### config.mk
export PLATFORM = sky130hd
export DESIGN_NAME = tw_timer
export DESIGN_NICKNAME = d
export VERILOG_FILES = /design/src/tw_pkg.sv /design/src/tw_chan.sv /design/src/tw_timer.sv
export VERILOG_INCLUDE_DIRS = /design/src /design/src/src
export SDC_FILE = /design/constraint.sdc
export NUM_CORES = 1
export LEC_CHECK = 0
export ABC_CLOCK_PERIOD_IN_PS = 6870
export BUFFER_PORTS_ARGS = -buffer_cell sky130_fd_sc_hd__buf_2
export CORE_ASPECT_RATIO = 1.1
export CORE_MARGIN = 2
export CORE_UTILIZATION = 50
export DETAILED_ROUTE_END_ITERATION = 10
export GPL_TIMING_DRIVEN = 0
export PLACE_DENSITY = 0.68
export SYNTH_ARGS = -nofsm -noshare
export SYNTH_HDL_FRONTEND = slang
export SYNTH_HIERARCHICAL = 1
export SYNTH_SLANG_ARGS = --single-unit
### constraint.sdc
create_clock -name core_clk -period 6.87 [get_ports core_clk]
set_input_delay 1.374 -clock core_clk [delete_from_list [all_inputs] [get_ports core_clk]]
set_output_delay 1.374 -clock core_clk [all_outputs]
set_load 0.005 [all_outputs]
### src/tw_cfg.svh
// register map, field positions, reset values and fixed counts of the waveform timer
`ifndef TW_CFG_SVH
`define TW_CFG_SVH

// apb byte offsets
`define TW_OFF_CTRL_A 8'h00
`define TW_OFF_CTRL_B 8'h04
`define TW_OFF_COUNT 8'h08
`define TW_OFF_CMP_A 8'h0C
`define TW_OFF_CMP_B 8'h10
`define TW_OFF_CMP_C 8'h14
`define TW_OFF_CAPT 8'h18
`define TW_OFF_STATUS 8'h1C
`define TW_OFF_PIN_DIR 8'h20

// field positions
`define TW_F_COM_A 7:6
`define TW_F_COM_B 5:4
`define TW_F_COM_C 3:2
`define TW_F_WGM_LO 1:0
`define TW_F_WGM_HI 4:3
`define TW_F_CSEL 2:0
`define TW_F_OVF 0
`define TW_F_DOWN 1

// reset values
`define TW_RST_CTRL_A 8'h00
`define TW_RST_CTRL_B 5'h00
`define TW_RST_WORD 16'h0000
`define TW_RST_PIN_DIR 3'h0

// fixed top values
`define TW_TOP_8 16'h00FF
`define TW_TOP_9 16'h01FF
`define TW_TOP_10 16'h03FF
`define TW_MAX 16'hFFFF
`define TW_BOTTOM 16'h0000

// waveform mode codes
`define TW_WGM_NORMAL 4'h0
`define TW_WGM_CTC_A 4'h4
`define TW_WGM_CTC_CAPT 4'hC
`define TW_WGM_RSVD 4'hD

// clock select codes
`define TW_CS_DIV1 3'h1
`define TW_CS_DIV8 3'h2
`define TW_CS_DIV64 3'h3
`define TW_CS_DIV256 3'h4
`define TW_CS_DIV1024 3'h5

`endif

### src/tw_pkg.sv
// types and mode decoding shared by the waveform timer files
`include "tw_cfg.svh"
package tw_pkg;

   // waveform family selected by the mode field
   typedef enum logic [2:0] {
      TW_K_NONPWM = 3'h0,
      TW_K_FAST = 3'h1,
      TW_K_PFC = 3'h2,
      TW_K_PC = 3'h3,
      TW_K_RSVD = 3'h6
   } tw_kind_e;

   // count direction state
   typedef enum logic {
      TW_UP = 1'h0,
      TW_DOWN = 1'h1
   } tw_dir_e;

   // map a mode code onto its waveform family
   function automatic tw_kind_e tw_kind(input logic [3:0] wgm);
      tw_kind_e k;
      k = TW_K_NONPWM;
      unique case (wgm)
         4'h1, 4'h2, 4'h3, 4'hA, 4'hB: k = TW_K_PC;
         4'h5, 4'h6, 4'h7, 4'hE, 4'hF: k = TW_K_FAST;
         4'h8, 4'h9: k = TW_K_PFC;
         `TW_WGM_RSVD: k = TW_K_RSVD;
         4'h0, 4'h4, 4'hC: k = TW_K_NONPWM;
      endcase
      return k;
   endfunction

endpackage

### src/tw_chan.sv
// one compare channel: buffered compare value and compare output flip-flop
`timescale 1ns/1ns
module tw_chan
   import tw_pkg::*;
#(
   parameter bit IS_CHAN_A = 1'b0
) (
   input wire logic core_clk,
   input wire logic rst,
   input wire logic tick,
   input wire logic [3:0] wgm,
   input wire logic [1:0] out_mode,
   input wire logic [15:0] cnt,
   input wire logic [15:0] top,
   input wire logic dir_up,
   input wire logic reload,
   input wire logic wr_en,
   input wire logic [15:0] wr_data,
   output logic [15:0] buf_q,
   output logic [15:0] act_q,
   output logic out_q
);

   // ==========================================================
   // match decode
   tw_kind_e kind;
   logic match;
   logic at_top;
   logic toggle_ok;
   logic top_ignore;

   assign kind = tw_kind(wgm);
   assign match = tick && (cnt == act_q);
   assign at_top = tick && (cnt == top);
   // channel a alone may toggle in pwm families
   assign toggle_ok = (kind == TW_K_NONPWM) ||
      (IS_CHAN_A && (kind == TW_K_FAST) && (wgm[3:1] == 3'h7)) ||
      (IS_CHAN_A && (kind != TW_K_FAST) && (wgm[3:2] == 2'h2));
   assign top_ignore = out_mode[1] && (act_q == top);

   // ==========================================================
   // compare value buffer and active copy
   always_ff @(posedge core_clk) begin
      if (rst) begin
         buf_q <= `TW_RST_WORD;
      end else if (wr_en) begin
         buf_q <= wr_data;
      end
   end

   // immediate in non-pwm modes, else loaded on the reload event
   always_ff @(posedge core_clk) begin
      if (rst) begin
         act_q <= `TW_RST_WORD;
      end else if (kind == TW_K_NONPWM) begin
         act_q <= wr_en ? wr_data : buf_q;
      end else if (reload) begin
         act_q <= buf_q;
      end
   end

   // ==========================================================
   // compare output action
   always_ff @(posedge core_clk) begin
      if (rst) begin
         out_q <= 1'b0;
      end else if (tick && (out_mode != 2'h0)) begin
         unique case (kind)
            TW_K_NONPWM: begin
               if (match) begin
                  out_q <= (out_mode == 2'h1) ? ~out_q : out_mode[0];
               end
            end
            TW_K_FAST: begin
               if (out_mode == 2'h1) begin
                  if (match && toggle_ok) begin
                     out_q <= ~out_q;
                  end
               end else if (at_top) begin
                  out_q <= ~out_mode[0];
               end else if (match && !top_ignore) begin
                  out_q <= out_mode[0];
               end
            end
            TW_K_PC, TW_K_PFC: begin
               if (match) begin
                  if (out_mode == 2'h1) begin
                     out_q <= toggle_ok ? ~out_q : out_q;
                  end else begin
                     out_q <= dir_up ? out_mode[0] : ~out_mode[0];
                  end
               end
            end
            TW_K_RSVD: begin
               out_q <= out_q;
            end
            default: begin
               out_q <= out_q;
            end
         endcase
      end
   end

endmodule

### src/tw_timer.sv
// 16-bit timer waveform mode decode, counter and three compare outputs behind apb
`timescale 1ns/1ns

// Overview of operation
// - frequency-correct mode reloads compares at bottom
// - nonzero output mode overrides the pin
// - pin driven only when direction is output
// - output mode zero leaves pin disconnected
// - non-pwm: toggle, clear or set on match
// - fast pwm: match and top act opposite
// - fast pwm toggle only channel a, modes 14-15
// - fast pwm: compare equal top ignores match except in toggle mode
// - dual slope: action flips with count direction
// - dual slope toggle only channel a, modes 8-11
// - mode is four bits over two controls
// - mode 0: top max, immediate, flag at max
// - modes 1-3: fixed top phase-correct pwm
// - fast modes reload and flag at top
// - clear-on-match modes 4 and 12
// - modes 8-9 frequency correct, flag at bottom
// - modes 10-11 phase correct; 13 reserved
// - dual slope turns at top with no hold tick
// - counter advances only on timer tick
module tw_timer
   import tw_pkg::*;
#(
   parameter int PRE_W = 10
) (
   input wire logic core_clk,
   input wire logic rst,
   input wire logic psel,
   input wire logic penable,
   input wire logic pwrite,
   input wire logic [7:0] paddr,
   input wire logic [31:0] pwdata,
   output logic [31:0] prdata,
   output logic pready,
   output logic pslverr,
   output logic compare_out_a,
   output logic compare_out_b,
   output logic compare_out_c,
   output logic compare_oe_a,
   output logic compare_oe_b,
   output logic compare_oe_c,
   output logic pin_override_a,
   output logic pin_override_b,
   output logic pin_override_c,
   output logic overflow_flag
);

   // prescaler must reach the slowest divider
   if (PRE_W < 10) begin : g_bad_pre
      $error("tw_timer: PRE_W below 10 cannot divide by 1024");
   end

   // ==========================================================
   // registers and bus state
   logic [7:0] ctrl_a_q;
   logic [4:0] ctrl_b_q;
   logic [15:0] capt_q;
   logic [2:0] pin_dir_q;
   logic ovf_q;
   logic pready_q;
   logic [31:0] prdata_q;
   logic pslverr_q;
   logic [PRE_W-1:0] pre_q;
   logic tick_q;
   logic [15:0] cnt_q;
   tw_dir_e dir_q;
   logic [2:0] oe_q;
   logic [2:0] ovr_q;

   logic acc;
   logic wr;
   logic mapped;
   logic [31:0] rd_mux;
   logic [3:0] wgm;
   tw_kind_e kind;
   logic [15:0] top;
   logic [15:0] buf_a, buf_b, buf_c;
   logic [15:0] act_a, act_b, act_c;
   logic cnt_wr;
   logic tov_evt;
   logic reload;
   logic at_top;
   logic at_bottom;

   // ==========================================================
   // apb slave: one wait state, then pready for a single cycle
   assign acc = psel && penable && pready_q;
   assign wr = acc && pwrite;
   assign cnt_wr = wr && (paddr == `TW_OFF_COUNT);

   // read mux and address decode
   always_comb begin
      mapped = 1'b1;
      rd_mux = 32'h00000000;
      unique case (paddr)
         `TW_OFF_CTRL_A: rd_mux[7:0] = ctrl_a_q;
         `TW_OFF_CTRL_B: rd_mux[4:0] = ctrl_b_q;
         `TW_OFF_COUNT: rd_mux[15:0] = cnt_q;
         `TW_OFF_CMP_A: rd_mux[15:0] = buf_a;
         `TW_OFF_CMP_B: rd_mux[15:0] = buf_b;
         `TW_OFF_CMP_C: rd_mux[15:0] = buf_c;
         `TW_OFF_CAPT: rd_mux[15:0] = capt_q;
         `TW_OFF_STATUS: begin
            rd_mux[`TW_F_OVF] = ovf_q;
            rd_mux[`TW_F_DOWN] = (dir_q == TW_DOWN);
         end
         `TW_OFF_PIN_DIR: rd_mux[2:0] = pin_dir_q;
         default: mapped = 1'b0;
      endcase
   end

   // answer handshake
   always_ff @(posedge core_clk) begin
      if (rst) begin
         pready_q <= 1'b0;
         prdata_q <= 32'h00000000;
         pslverr_q <= 1'b0;
      end else begin
         pready_q <= psel && penable && !pready_q;
         if (psel && penable && !pready_q) begin
            prdata_q <= pwrite ? 32'h00000000 : rd_mux;
            pslverr_q <= !mapped;
         end else begin
            pslverr_q <= 1'b0;
         end
      end
   end

   // control, capture and pin direction registers
   always_ff @(posedge core_clk) begin
      if (rst) begin
         ctrl_a_q <= `TW_RST_CTRL_A;
         ctrl_b_q <= `TW_RST_CTRL_B;
         capt_q <= `TW_RST_WORD;
         pin_dir_q <= `TW_RST_PIN_DIR;
      end else if (wr) begin
         if (paddr == `TW_OFF_CTRL_A) begin
            ctrl_a_q <= pwdata[7:0];
         end
         if (paddr == `TW_OFF_CTRL_B) begin
            ctrl_b_q <= pwdata[4:0];
         end
         if (paddr == `TW_OFF_CAPT) begin
            capt_q <= pwdata[15:0];
         end
         if (paddr == `TW_OFF_PIN_DIR) begin
            pin_dir_q <= pwdata[2:0];
         end
      end
   end

   // ==========================================================
   // prescaler: one-cycle timer tick from the selected divider
   always_ff @(posedge core_clk) begin
      if (rst) begin
         pre_q <= '0;
      end else if (ctrl_b_q[`TW_F_CSEL] != 3'h0) begin
         pre_q <= pre_q + PRE_W'(1);
      end
   end

   always_ff @(posedge core_clk) begin
      if (rst) begin
         tick_q <= 1'b0;
      end else begin
         unique case (ctrl_b_q[`TW_F_CSEL])
            `TW_CS_DIV1: tick_q <= 1'b1;
            `TW_CS_DIV8: tick_q <= &pre_q[2:0];
            `TW_CS_DIV64: tick_q <= &pre_q[5:0];
            `TW_CS_DIV256: tick_q <= &pre_q[7:0];
            `TW_CS_DIV1024: tick_q <= &pre_q[9:0];
            default: tick_q <= 1'b0;
         endcase
      end
   end

   // ==========================================================
   // mode decode and top source
   assign wgm = {ctrl_b_q[`TW_F_WGM_HI], ctrl_a_q[`TW_F_WGM_LO]};
   assign kind = tw_kind(wgm);

   always_comb begin
      unique case (wgm)
         4'h0: top = `TW_MAX;
         4'h1, 4'h5: top = `TW_TOP_8;
         4'h2, 4'h6: top = `TW_TOP_9;
         4'h3, 4'h7: top = `TW_TOP_10;
         4'h4, 4'h9, 4'hB, 4'hF: top = act_a;
         4'h8, 4'hA, 4'hC, 4'hE: top = capt_q;
         4'hD: top = `TW_BOTTOM;
      endcase
   end

   assign at_top = tick_q && (cnt_q == top);
   assign at_bottom = tick_q && (cnt_q == `TW_BOTTOM) && (dir_q == TW_DOWN);

   // reload point and overflow point per family
   always_comb begin
      reload = 1'b0;
      tov_evt = 1'b0;
      unique case (kind)
         TW_K_NONPWM: tov_evt = tick_q && (cnt_q == `TW_MAX);
         TW_K_FAST: begin
            reload = at_top;
            tov_evt = at_top;
         end
         TW_K_PC: begin
            reload = at_top;
            tov_evt = at_bottom;
         end
         TW_K_PFC: begin
            reload = at_bottom;
            tov_evt = at_bottom;
         end
         TW_K_RSVD: reload = 1'b0;
         default: reload = 1'b0;
      endcase
   end

   // ==========================================================
   // counter and direction
   always_ff @(posedge core_clk) begin
      if (rst) begin
         cnt_q <= `TW_BOTTOM;
         dir_q <= TW_UP;
      end else if (cnt_wr) begin
         cnt_q <= pwdata[15:0];
      end else if (tick_q) begin
         unique case (kind)
            TW_K_NONPWM: begin
               if ((wgm != `TW_WGM_NORMAL) && (cnt_q == top)) begin
                  cnt_q <= `TW_BOTTOM;
               end else begin
                  cnt_q <= cnt_q + 16'h0001;
               end
               dir_q <= TW_UP;
            end
            TW_K_FAST: begin
               cnt_q <= (cnt_q >= top) ? `TW_BOTTOM : cnt_q + 16'h0001;
               dir_q <= TW_UP;
            end
            TW_K_PC, TW_K_PFC: begin
               unique case (dir_q)
                  TW_UP: begin
                     if (cnt_q >= top) begin
                        cnt_q <= cnt_q - 16'h0001;
                        dir_q <= TW_DOWN;
                     end else begin
                        cnt_q <= cnt_q + 16'h0001;
                     end
                  end
                  TW_DOWN: begin
                     if (cnt_q == `TW_BOTTOM) begin
                        cnt_q <= cnt_q + 16'h0001;
                        dir_q <= TW_UP;
                     end else begin
                        cnt_q <= cnt_q - 16'h0001;
                     end
                  end
               endcase
            end
            TW_K_RSVD: begin
               cnt_q <= `TW_BOTTOM;
               dir_q <= TW_UP;
            end
            default: begin
               cnt_q <= `TW_BOTTOM;
               dir_q <= TW_UP;
            end
         endcase
      end
   end

   // overflow flag: set wins over write-one-to-clear
   always_ff @(posedge core_clk) begin
      if (rst) begin
         ovf_q <= 1'b0;
      end else if (tov_evt) begin
         ovf_q <= 1'b1;
      end else if (wr && (paddr == `TW_OFF_STATUS) && pwdata[`TW_F_OVF]) begin
         ovf_q <= 1'b0;
      end
   end

   // ==========================================================
   // pin override and output enable
   always_ff @(posedge core_clk) begin
      if (rst) begin
         ovr_q <= 3'h0;
         oe_q <= 3'h0;
      end else begin
         ovr_q[0] <= |ctrl_a_q[`TW_F_COM_A];
         ovr_q[1] <= |ctrl_a_q[`TW_F_COM_B];
         ovr_q[2] <= |ctrl_a_q[`TW_F_COM_C];
         oe_q[0] <= |ctrl_a_q[`TW_F_COM_A] && pin_dir_q[0];
         oe_q[1] <= |ctrl_a_q[`TW_F_COM_B] && pin_dir_q[1];
         oe_q[2] <= |ctrl_a_q[`TW_F_COM_C] && pin_dir_q[2];
      end
   end

   // ==========================================================
   // compare channels
   tw_chan #(.IS_CHAN_A(1'b1)) u_chan_a (
      .core_clk(core_clk), .rst(rst), .tick(tick_q), .wgm(wgm),
      .out_mode(ctrl_a_q[`TW_F_COM_A]), .cnt(cnt_q), .top(top), .dir_up(dir_q == TW_UP),
      .reload(reload), .wr_en(wr && (paddr == `TW_OFF_CMP_A)), .wr_data(pwdata[15:0]),
      .buf_q(buf_a), .act_q(act_a), .out_q(compare_out_a)
   );

   tw_chan #(.IS_CHAN_A(1'b0)) u_chan_b (
      .core_clk(core_clk), .rst(rst), .tick(tick_q), .wgm(wgm),
      .out_mode(ctrl_a_q[`TW_F_COM_B]), .cnt(cnt_q), .top(top), .dir_up(dir_q == TW_UP),
      .reload(reload), .wr_en(wr && (paddr == `TW_OFF_CMP_B)), .wr_data(pwdata[15:0]),
      .buf_q(buf_b), .act_q(act_b), .out_q(compare_out_b)
   );

   tw_chan #(.IS_CHAN_A(1'b0)) u_chan_c (
      .core_clk(core_clk), .rst(rst), .tick(tick_q), .wgm(wgm),
      .out_mode(ctrl_a_q[`TW_F_COM_C]), .cnt(cnt_q), .top(top), .dir_up(dir_q == TW_UP),
      .reload(reload), .wr_en(wr && (paddr == `TW_OFF_CMP_C)), .wr_data(pwdata[15:0]),
      .buf_q(buf_c), .act_q(act_c), .out_q(compare_out_c)
   );

   // registered outputs
   assign prdata = prdata_q;
   assign pready = pready_q;
   assign pslverr = pslverr_q;
   assign pin_override_a = ovr_q[0];
   assign pin_override_b = ovr_q[1];
   assign pin_override_c = ovr_q[2];
   assign compare_oe_a = oe_q[0];
   assign compare_oe_b = oe_q[1];
   assign compare_oe_c = oe_q[2];
   assign overflow_flag = ovf_q;
endmodule

Word level (Yosys, flattened, before mapping)
Memories as Yosys holds them, arrays and structs flattened.
Index checks and enable logic that the tools add are counted.
{"block": "word_totals", "ff_bits": 200, "romBits": 192, "inputBits": 45, "output_inout_bits": 44, "wordCells": 263, "n_memories": 4}
{"block": "classes", "add_sub_neg": 3, "order_cmp": 1, "n_eq_ne": 69, "n_mux": 65, "bitwise_logic": 9, "reduce_logical": 89}
{"name": "(no name shown)", "words": 16, "width": 3, "read_ports": 1, "rd_ports_with_merged_regs": 0, "wr": 0, "line_no": "tw_pkg.sv:24", "text": "unique case (wgm)"}
{"name": "(no name shown)", "words": 16, "width": 3, "read_ports": 1, "rd_ports_with_merged_regs": 0, "wr": 0, "line_no": "tw_pkg.sv:24"}
{"name": "(no name shown)", "words": 16, "width": 3, "read_ports": 1, "rd_ports_with_merged_regs": 0, "wr": 0, "line_no": "tw_pkg.sv:24"}
{"name": "(no name shown)", "words": 16, "width": 3, "read_ports": 1, "rd_ports_with_merged_regs": 0, "wr": 0, "line_no": "tw_pkg.sv:24"}
{"cell": "$mux 16", "count": 16}
{"cell": "$eq 16x16->1", "count": 7}
{"cell": "$pmux 16 s7", "count": 1}
{"cell": "$pmux 16 s3", "count": 1}
{"cell": "$pmux 8 s5", "count": 1}
{"cell": "$logic_and 1x1->1", "count": 35}
{"cell": "$mux 1", "count": 34}
{"cell": "$eq 4x4->1 const B", "count": 8}
{"cell": "$eq 8x5->1 const B", "count": 4}
{"cell": "$pmux 16 s2", "count": 1}
{"cell": "$eq 3x2->1 const B", "count": 10}
{"cell": "$reduce_or 2->1", "count": 12}
{"cell": "$reduce_and 7->1", "count": 3}
{"cell": "$pmux 2 s9", "count": 1}
{"cell": "$pmux 3 s6", "count": 1}
{"cell": "$add 16x1->16 const B", "count": 1}
{"cell": "$eq 16x16->1 const B", "count": 1}
{"cell": "$eq 4x3->1 const B", "count": 4}
{"cell": "$eq 8x4->1 const B", "count": 2}
{"cell": "$ge 16x16->1", "count": 1}
{"cell": "$logic_not 16->1", "count": 1}
{"cell": "$reduce_bool 2->1", "count": 8}
{"cell": "$sub 16x1->16 const B", "count": 1}
{"cell": "$eq 3x1->1 const B", "count": 5}
{"cell": "35 further kinds", "count": 77}

Depth between registers and ports, before layout
{"block": "logic_depth", "depth_word": 11, "ltp_mapped": 17, "ltp_nobuf": 14}

By module
Netlist, hierarchy kept.
{"mod": "tw_timer", "instances": 1, "cells_per_inst": 776, "area_each_um2": 5720.5, "seq_area_each_um2": 1701.6}
{"mod": "tw_chan at u_chan_b", "instances": 1, "cells_per_inst": 219, "area_each_um2": 1903.1, "seq_area_each_um2": 660.6}
{"mod": "tw_chan at u_chan_a", "instances": 1, "cells_per_inst": 221, "area_each_um2": 1883.1, "seq_area_each_um2": 660.6}
{"mod": "tw_chan at u_chan_c", "instances": 1, "cells_per_inst": 201, "area_each_um2": 1825.5, "seq_area_each_um2": 660.6}

Least setup slack after synthesis
No wires, ideal clock.
{"block": "synth_path", "path_type": "reg-to-reg", "start": "register ctrl_b_q[4]", "end": "register cnt_q[5]", "setup_ns": 0.130, "arrival_time_ns": 4.319, "required_time_ns": 6.740, "setup_slack_ns": 2.421, "path_stages_with_launch": 16, "path_buffers": 3, "synth_period_minus_slack_ns": 4.449, "path_cell_list": "dfxtp_1 > clkbuf_1 > clkbuf_1 > nor3_1 > a221oi_1 > inv_1 > ha_1 > and3_4 > a21o_1 > o31a_1 > or4b_1 > buf_2 > nand2_2 > mux2_1 > a221oi_1 > o22ai_1"}
{"block": "synth_via", "elab_chain_len": 9, "elab_cells_between_ends": 39, "classes_between": "order compare (1); eq/ne (19); mux (8); reduce/logical (10); memory (1)"}
{"item": "start, declared", "line_no": "tw_timer.sv:59", "text": "logic [4:0] ctrl_b_q;"}
{"item": "start signal, assigned", "line_no": "tw_timer.sv:136", "text": "ctrl_b_q <= `TW_RST_CTRL_B;"}
{"item": "start signal, assigned", "line_no": "tw_timer.sv:144", "text": "ctrl_b_q <= pwdata[4:0];"}
{"item": "$eq 4x4->1 (tied with other cells)", "line_no": "tw_timer.sv:186", "text": "unique case (wgm)"}
{"item": "$reduce_or 4->1 or $reduce_or 2->1 (tied branches)", "line_no": "tw_timer.sv:186"}
{"item": "$pmux 16 s7 (*)", "line_no": "tw_timer.sv:186"}
{"item": "via top[9]", "line_no": "tw_timer.sv:79", "text": "logic [15:0] top;"}
{"item": "$ge 16x16->1 or $eq 16x16->1 (tied branches)", "line_no": "tw_timer.sv:242, tw_timer.sv:248, tw_timer.sv:234"}
{"item": "$mux 16 or $logic_and 1x1->1 (tied branches)", "line_no": "tw_timer.sv:248, tw_timer.sv:234"}
{"item": "$pmux 16 s2 or $mux 16 (tied branches)", "line_no": "tw_timer.sv:246, tw_timer.sv:234"}
{"item": "$pmux 16 s3 (*)", "line_no": "tw_timer.sv:232", "text": "unique case (kind)"}
{"item": "$mux 16 (*)", "line_no": "tw_timer.sv:231", "text": "end else if (tick_q) begin"}
{"item": "$mux 16 (*)", "line_no": "tw_timer.sv:229", "text": "end else if (cnt_wr) begin"}
{"item": "end signal, assigned", "line_no": "tw_timer.sv:230", "text": "cnt_q <= pwdata[15:0];"}
{"item": "end signal, assigned", "line_no": "tw_timer.sv:235", "text": "cnt_q <= `TW_BOTTOM;"}
{"item": "end signal, assigned", "line_no": "tw_timer.sv:249", "text": "cnt_q <= cnt_q - 16'h0001;"}
{"item": "end, declared", "line_no": "tw_timer.sv:68", "text": "logic [15:0] cnt_q;"}
Mark *: on every way through the listed nets, which the timed path passes. The rest lies on a longest branch. The select of a mux whose other input is x is not followed.
A chain may end at the register's enable or synchronous reset.

Worst setup path in the final report
Same ends and word-level chain as after synthesis.

==> metrics.txt <==
outcome=complete, no violations; routed wire length per instance=23.8 um; dpl hpwl=31,800 um; die width=148 um; pwr dens=between 150 and 200 nW/um^2; R2R setup slack=1.06 ns; kind of critical path=register to register; CTS tree=done; GRT Residual Overflow=0; GRT Overall Usage=35.8%; fin crit period=5.81 ns; DR iter-0 viols=1,387; Post-synth top flop=dfxtp_1; clock latency on the worst-skew pair=0.45 ns; FFs w/ async S/R, synth=0%; Post-CTS Resized=0; Syn Area/Cell=8.00 um^2; yosys warns=6; post-route ant nets=0; drt pass-1 iters=8; CP Max Fanout=17; cell area after synthesis=11,300 um^2; CTS clk-pin slew, worst paths=about 0.09 ns; port buffer count=55; diodes inserted=0; initial cell density of the core=51.1%; max frequency=172 MHz; vias per cell=6.38; via count=11,568; # IOs=89; Critical Path RT=7.17 ns; final period utilization=84.6%; Nets=1,571; drt total wl=around 43,000 um; Hold Crit Class=register to register; uppermost layer routed=met4; Fin Hold WS=about 0.5 ns; Peak supply drop=between 0.1 and 0.15 mV; most common cell after layout, fill and taps aside=dfxtp_1; measured slew at the worst slew-check pin=1.46 ns; CTS Buffer Depth=2; Worst Skew=between 0.015 and 0.02 ns; Area Growth Syn to Fin=11.8%; max-cap violations=0; pin count of the biggest net entering global routing=28; FP Rows=57; routability cong.=1.03; number of library cell types mapped by synthesis=87; Yosys reg bits=184; # hold bufs at CTS=0; register area share after synthesis=about a third; most frequent cells in the layout=184 x dfxtp_1, 173 x nor2_1, 121 x nand2_1; wire length on met2=18,600 um; RSZ-0062 raised after global routing=false; Worst setup SP type=register; Worst slew margin=~2.4%; Die ar.=23,900 um^2; Worst setup EP type=register; core area=about 22,000 um^2; CTS buffer count=17; Residual DRC=0; Leak Pwr=4.77 nW; htree depth=4; final hold vios=0; antenna violations before repair=0; vias in the first global route=10,650; Post-synth EDFFs=0; Syn Inst Count=1,417; TritonCTS Sinks=184; post-route setup TNS=0 ns; first-pass GRT wire length=64,600 um; Final setup viols=0; layout cell share with drive strength beyond 1=11.3%; # Post-CTS Setup Buffers=0; Critical Path AT=6.11 ns; CTS root buffer=clkbuf_16; Slew Limit Fails=0; met3 routed WL=about 3900 um; DIE HEIGHT=roughly 160 um; Metal-1 WL=17,600 um
metrics by stage:
step,power (W),cell area [um^2],cells,worst slack [ns],util (%)
6_report,0.00249,12700,1814,1.06,57.1
5_1_grt,0.00255,12700,1814,0.866,57.1
4_1_cts,0.00248,12700,1814,1.20,57.1
3_5_place_dp,0.00145,12000,1782,1.22,54.3
3_3_place_gp,0.00145,12000,1782,1.26,54.3
2_1_floorplan,0.00132,11400,1432,2.42,-
report_power, final:
part           internal [W]  total, W  switching, W
registers           0.00107   0.00113     0.0000570
logic              0.000111  0.000313      0.000202
clock network      0.000513   0.00105      0.000534
worst paths after layout:
check                    from  depth (start not counted)        to
hold / removal       pre_q[1]                          2  pre_q[1]
setup reg to reg  ctrl_b_q[4]                         15  cnt_q[5]
hold reg to reg      pre_q[1]                          2  pre_q[1]
setup / recovery  ctrl_b_q[4]                         15  cnt_q[5]
layer usage:
metal  track usage (%)  vias up
met5                 0        -
li1                  -     5272
met4              22.8        0
met3              6.29      173
met2              54.6      676
met1              46.7     5447
Yosys cell counts, types with 5 or more instances:
master    instances  area share [%]
clkbuf_1         63             2.1
a31oi_1          11            0.61
nand4_1          28             1.5
o22ai_1          56             3.1
nor2b_1          17            0.94
o21ai_0          26             1.1
buf_2            13            0.57
o211ai_1          6            0.40
nor3b_1           6            0.40
nand3_1          65             2.9
nand3b_1          5            0.33
nor3_1           59             2.6
nand2_1         121             4.0
inv_1            30            0.99
xor2_1           89             6.9
and2_1            7            0.39
mux2i_1          54             4.8
nor4_1           28             1.5
ha_1             20             2.2
nor2_1          173             5.7
a22oi_1          44             2.9
o31ai_1           9            0.60
a222oi_1         12             1.1
a221oi_1          6            0.46
or3_1             9            0.50
a21oi_1          74             3.3
and3_1            7            0.39
xnor2_1          57             4.4
buf_4            21             1.4
nor3_2           11            0.97
o221ai_1          6            0.46
dfxtp_1         184              33
nand2b_1          9            0.50
worst max-delay path, cell delays in order, from the launching register on:
cell      delay [ns]
dfxtp_1         0.66
clkbuf_1        0.49
clkbuf_1        0.44
nor3_1          0.11
a221oi_1        1.13
inv_1           0.11
ha_1            0.34
and3_4          0.20
and3_4          0.19
a221oi_1        0.42
or4b_1          0.47
buf_2           0.21
nand2_2         0.11
mux2_1          0.35
a221oi_1        0.30
o22ai_1         0.10
registers in the layout, indices dropped and copies added (netlist names), 3 cells and up:
signal / count
prdata: 16
ctrl_a_q: 8
u_chan_b/buf_q: 16
oe_q: 3
u_chan_c/buf_q: 16
ctrl_b_q: 5
u_chan_b/act_q: 16
capt_q: 16
pin_dir_q: 3
u_chan_a/act_q: 16
u_chan_a/buf_q: 16
cnt_q: 16
ovr_q: 3
u_chan_c/act_q: 16
pre_q: 10
area by class of cell:
| class | count | area, um^2 |
|---|---|---|
| Fill cell | 2081 | 9510 |
| Timing Repair Buffer | 55 | 275 |
| Inverter | 33 | 124 |
| Clock buffer | 18 | 439 |
| Buffer | 102 | 493 |
| Clock inverter | 14 | 193 |
| Sequential cell | 184 | 3680 |
| Tap cell | 295 | 369 |
| Multi-Input combinational cell | 1113 | 7100 |
kinds of logic (layout without fill, tap and decap cells):
kind of cell,after synthesis,after routing,synth area share (%)
AND/OR/NAND/NOR,574,574,25.3
AO/OA/AOI/OAI,300,300,18.2
flip-flops,184,184,32.5
other,1,16,0.0331
XOR/XNOR,146,146,11.3
multiplexers,57,57,5.07
adder cells (fa/ha/maj),20,20,2.21
buffers and inverters,135,222,5.44
(Power assumes the default switching activity.)
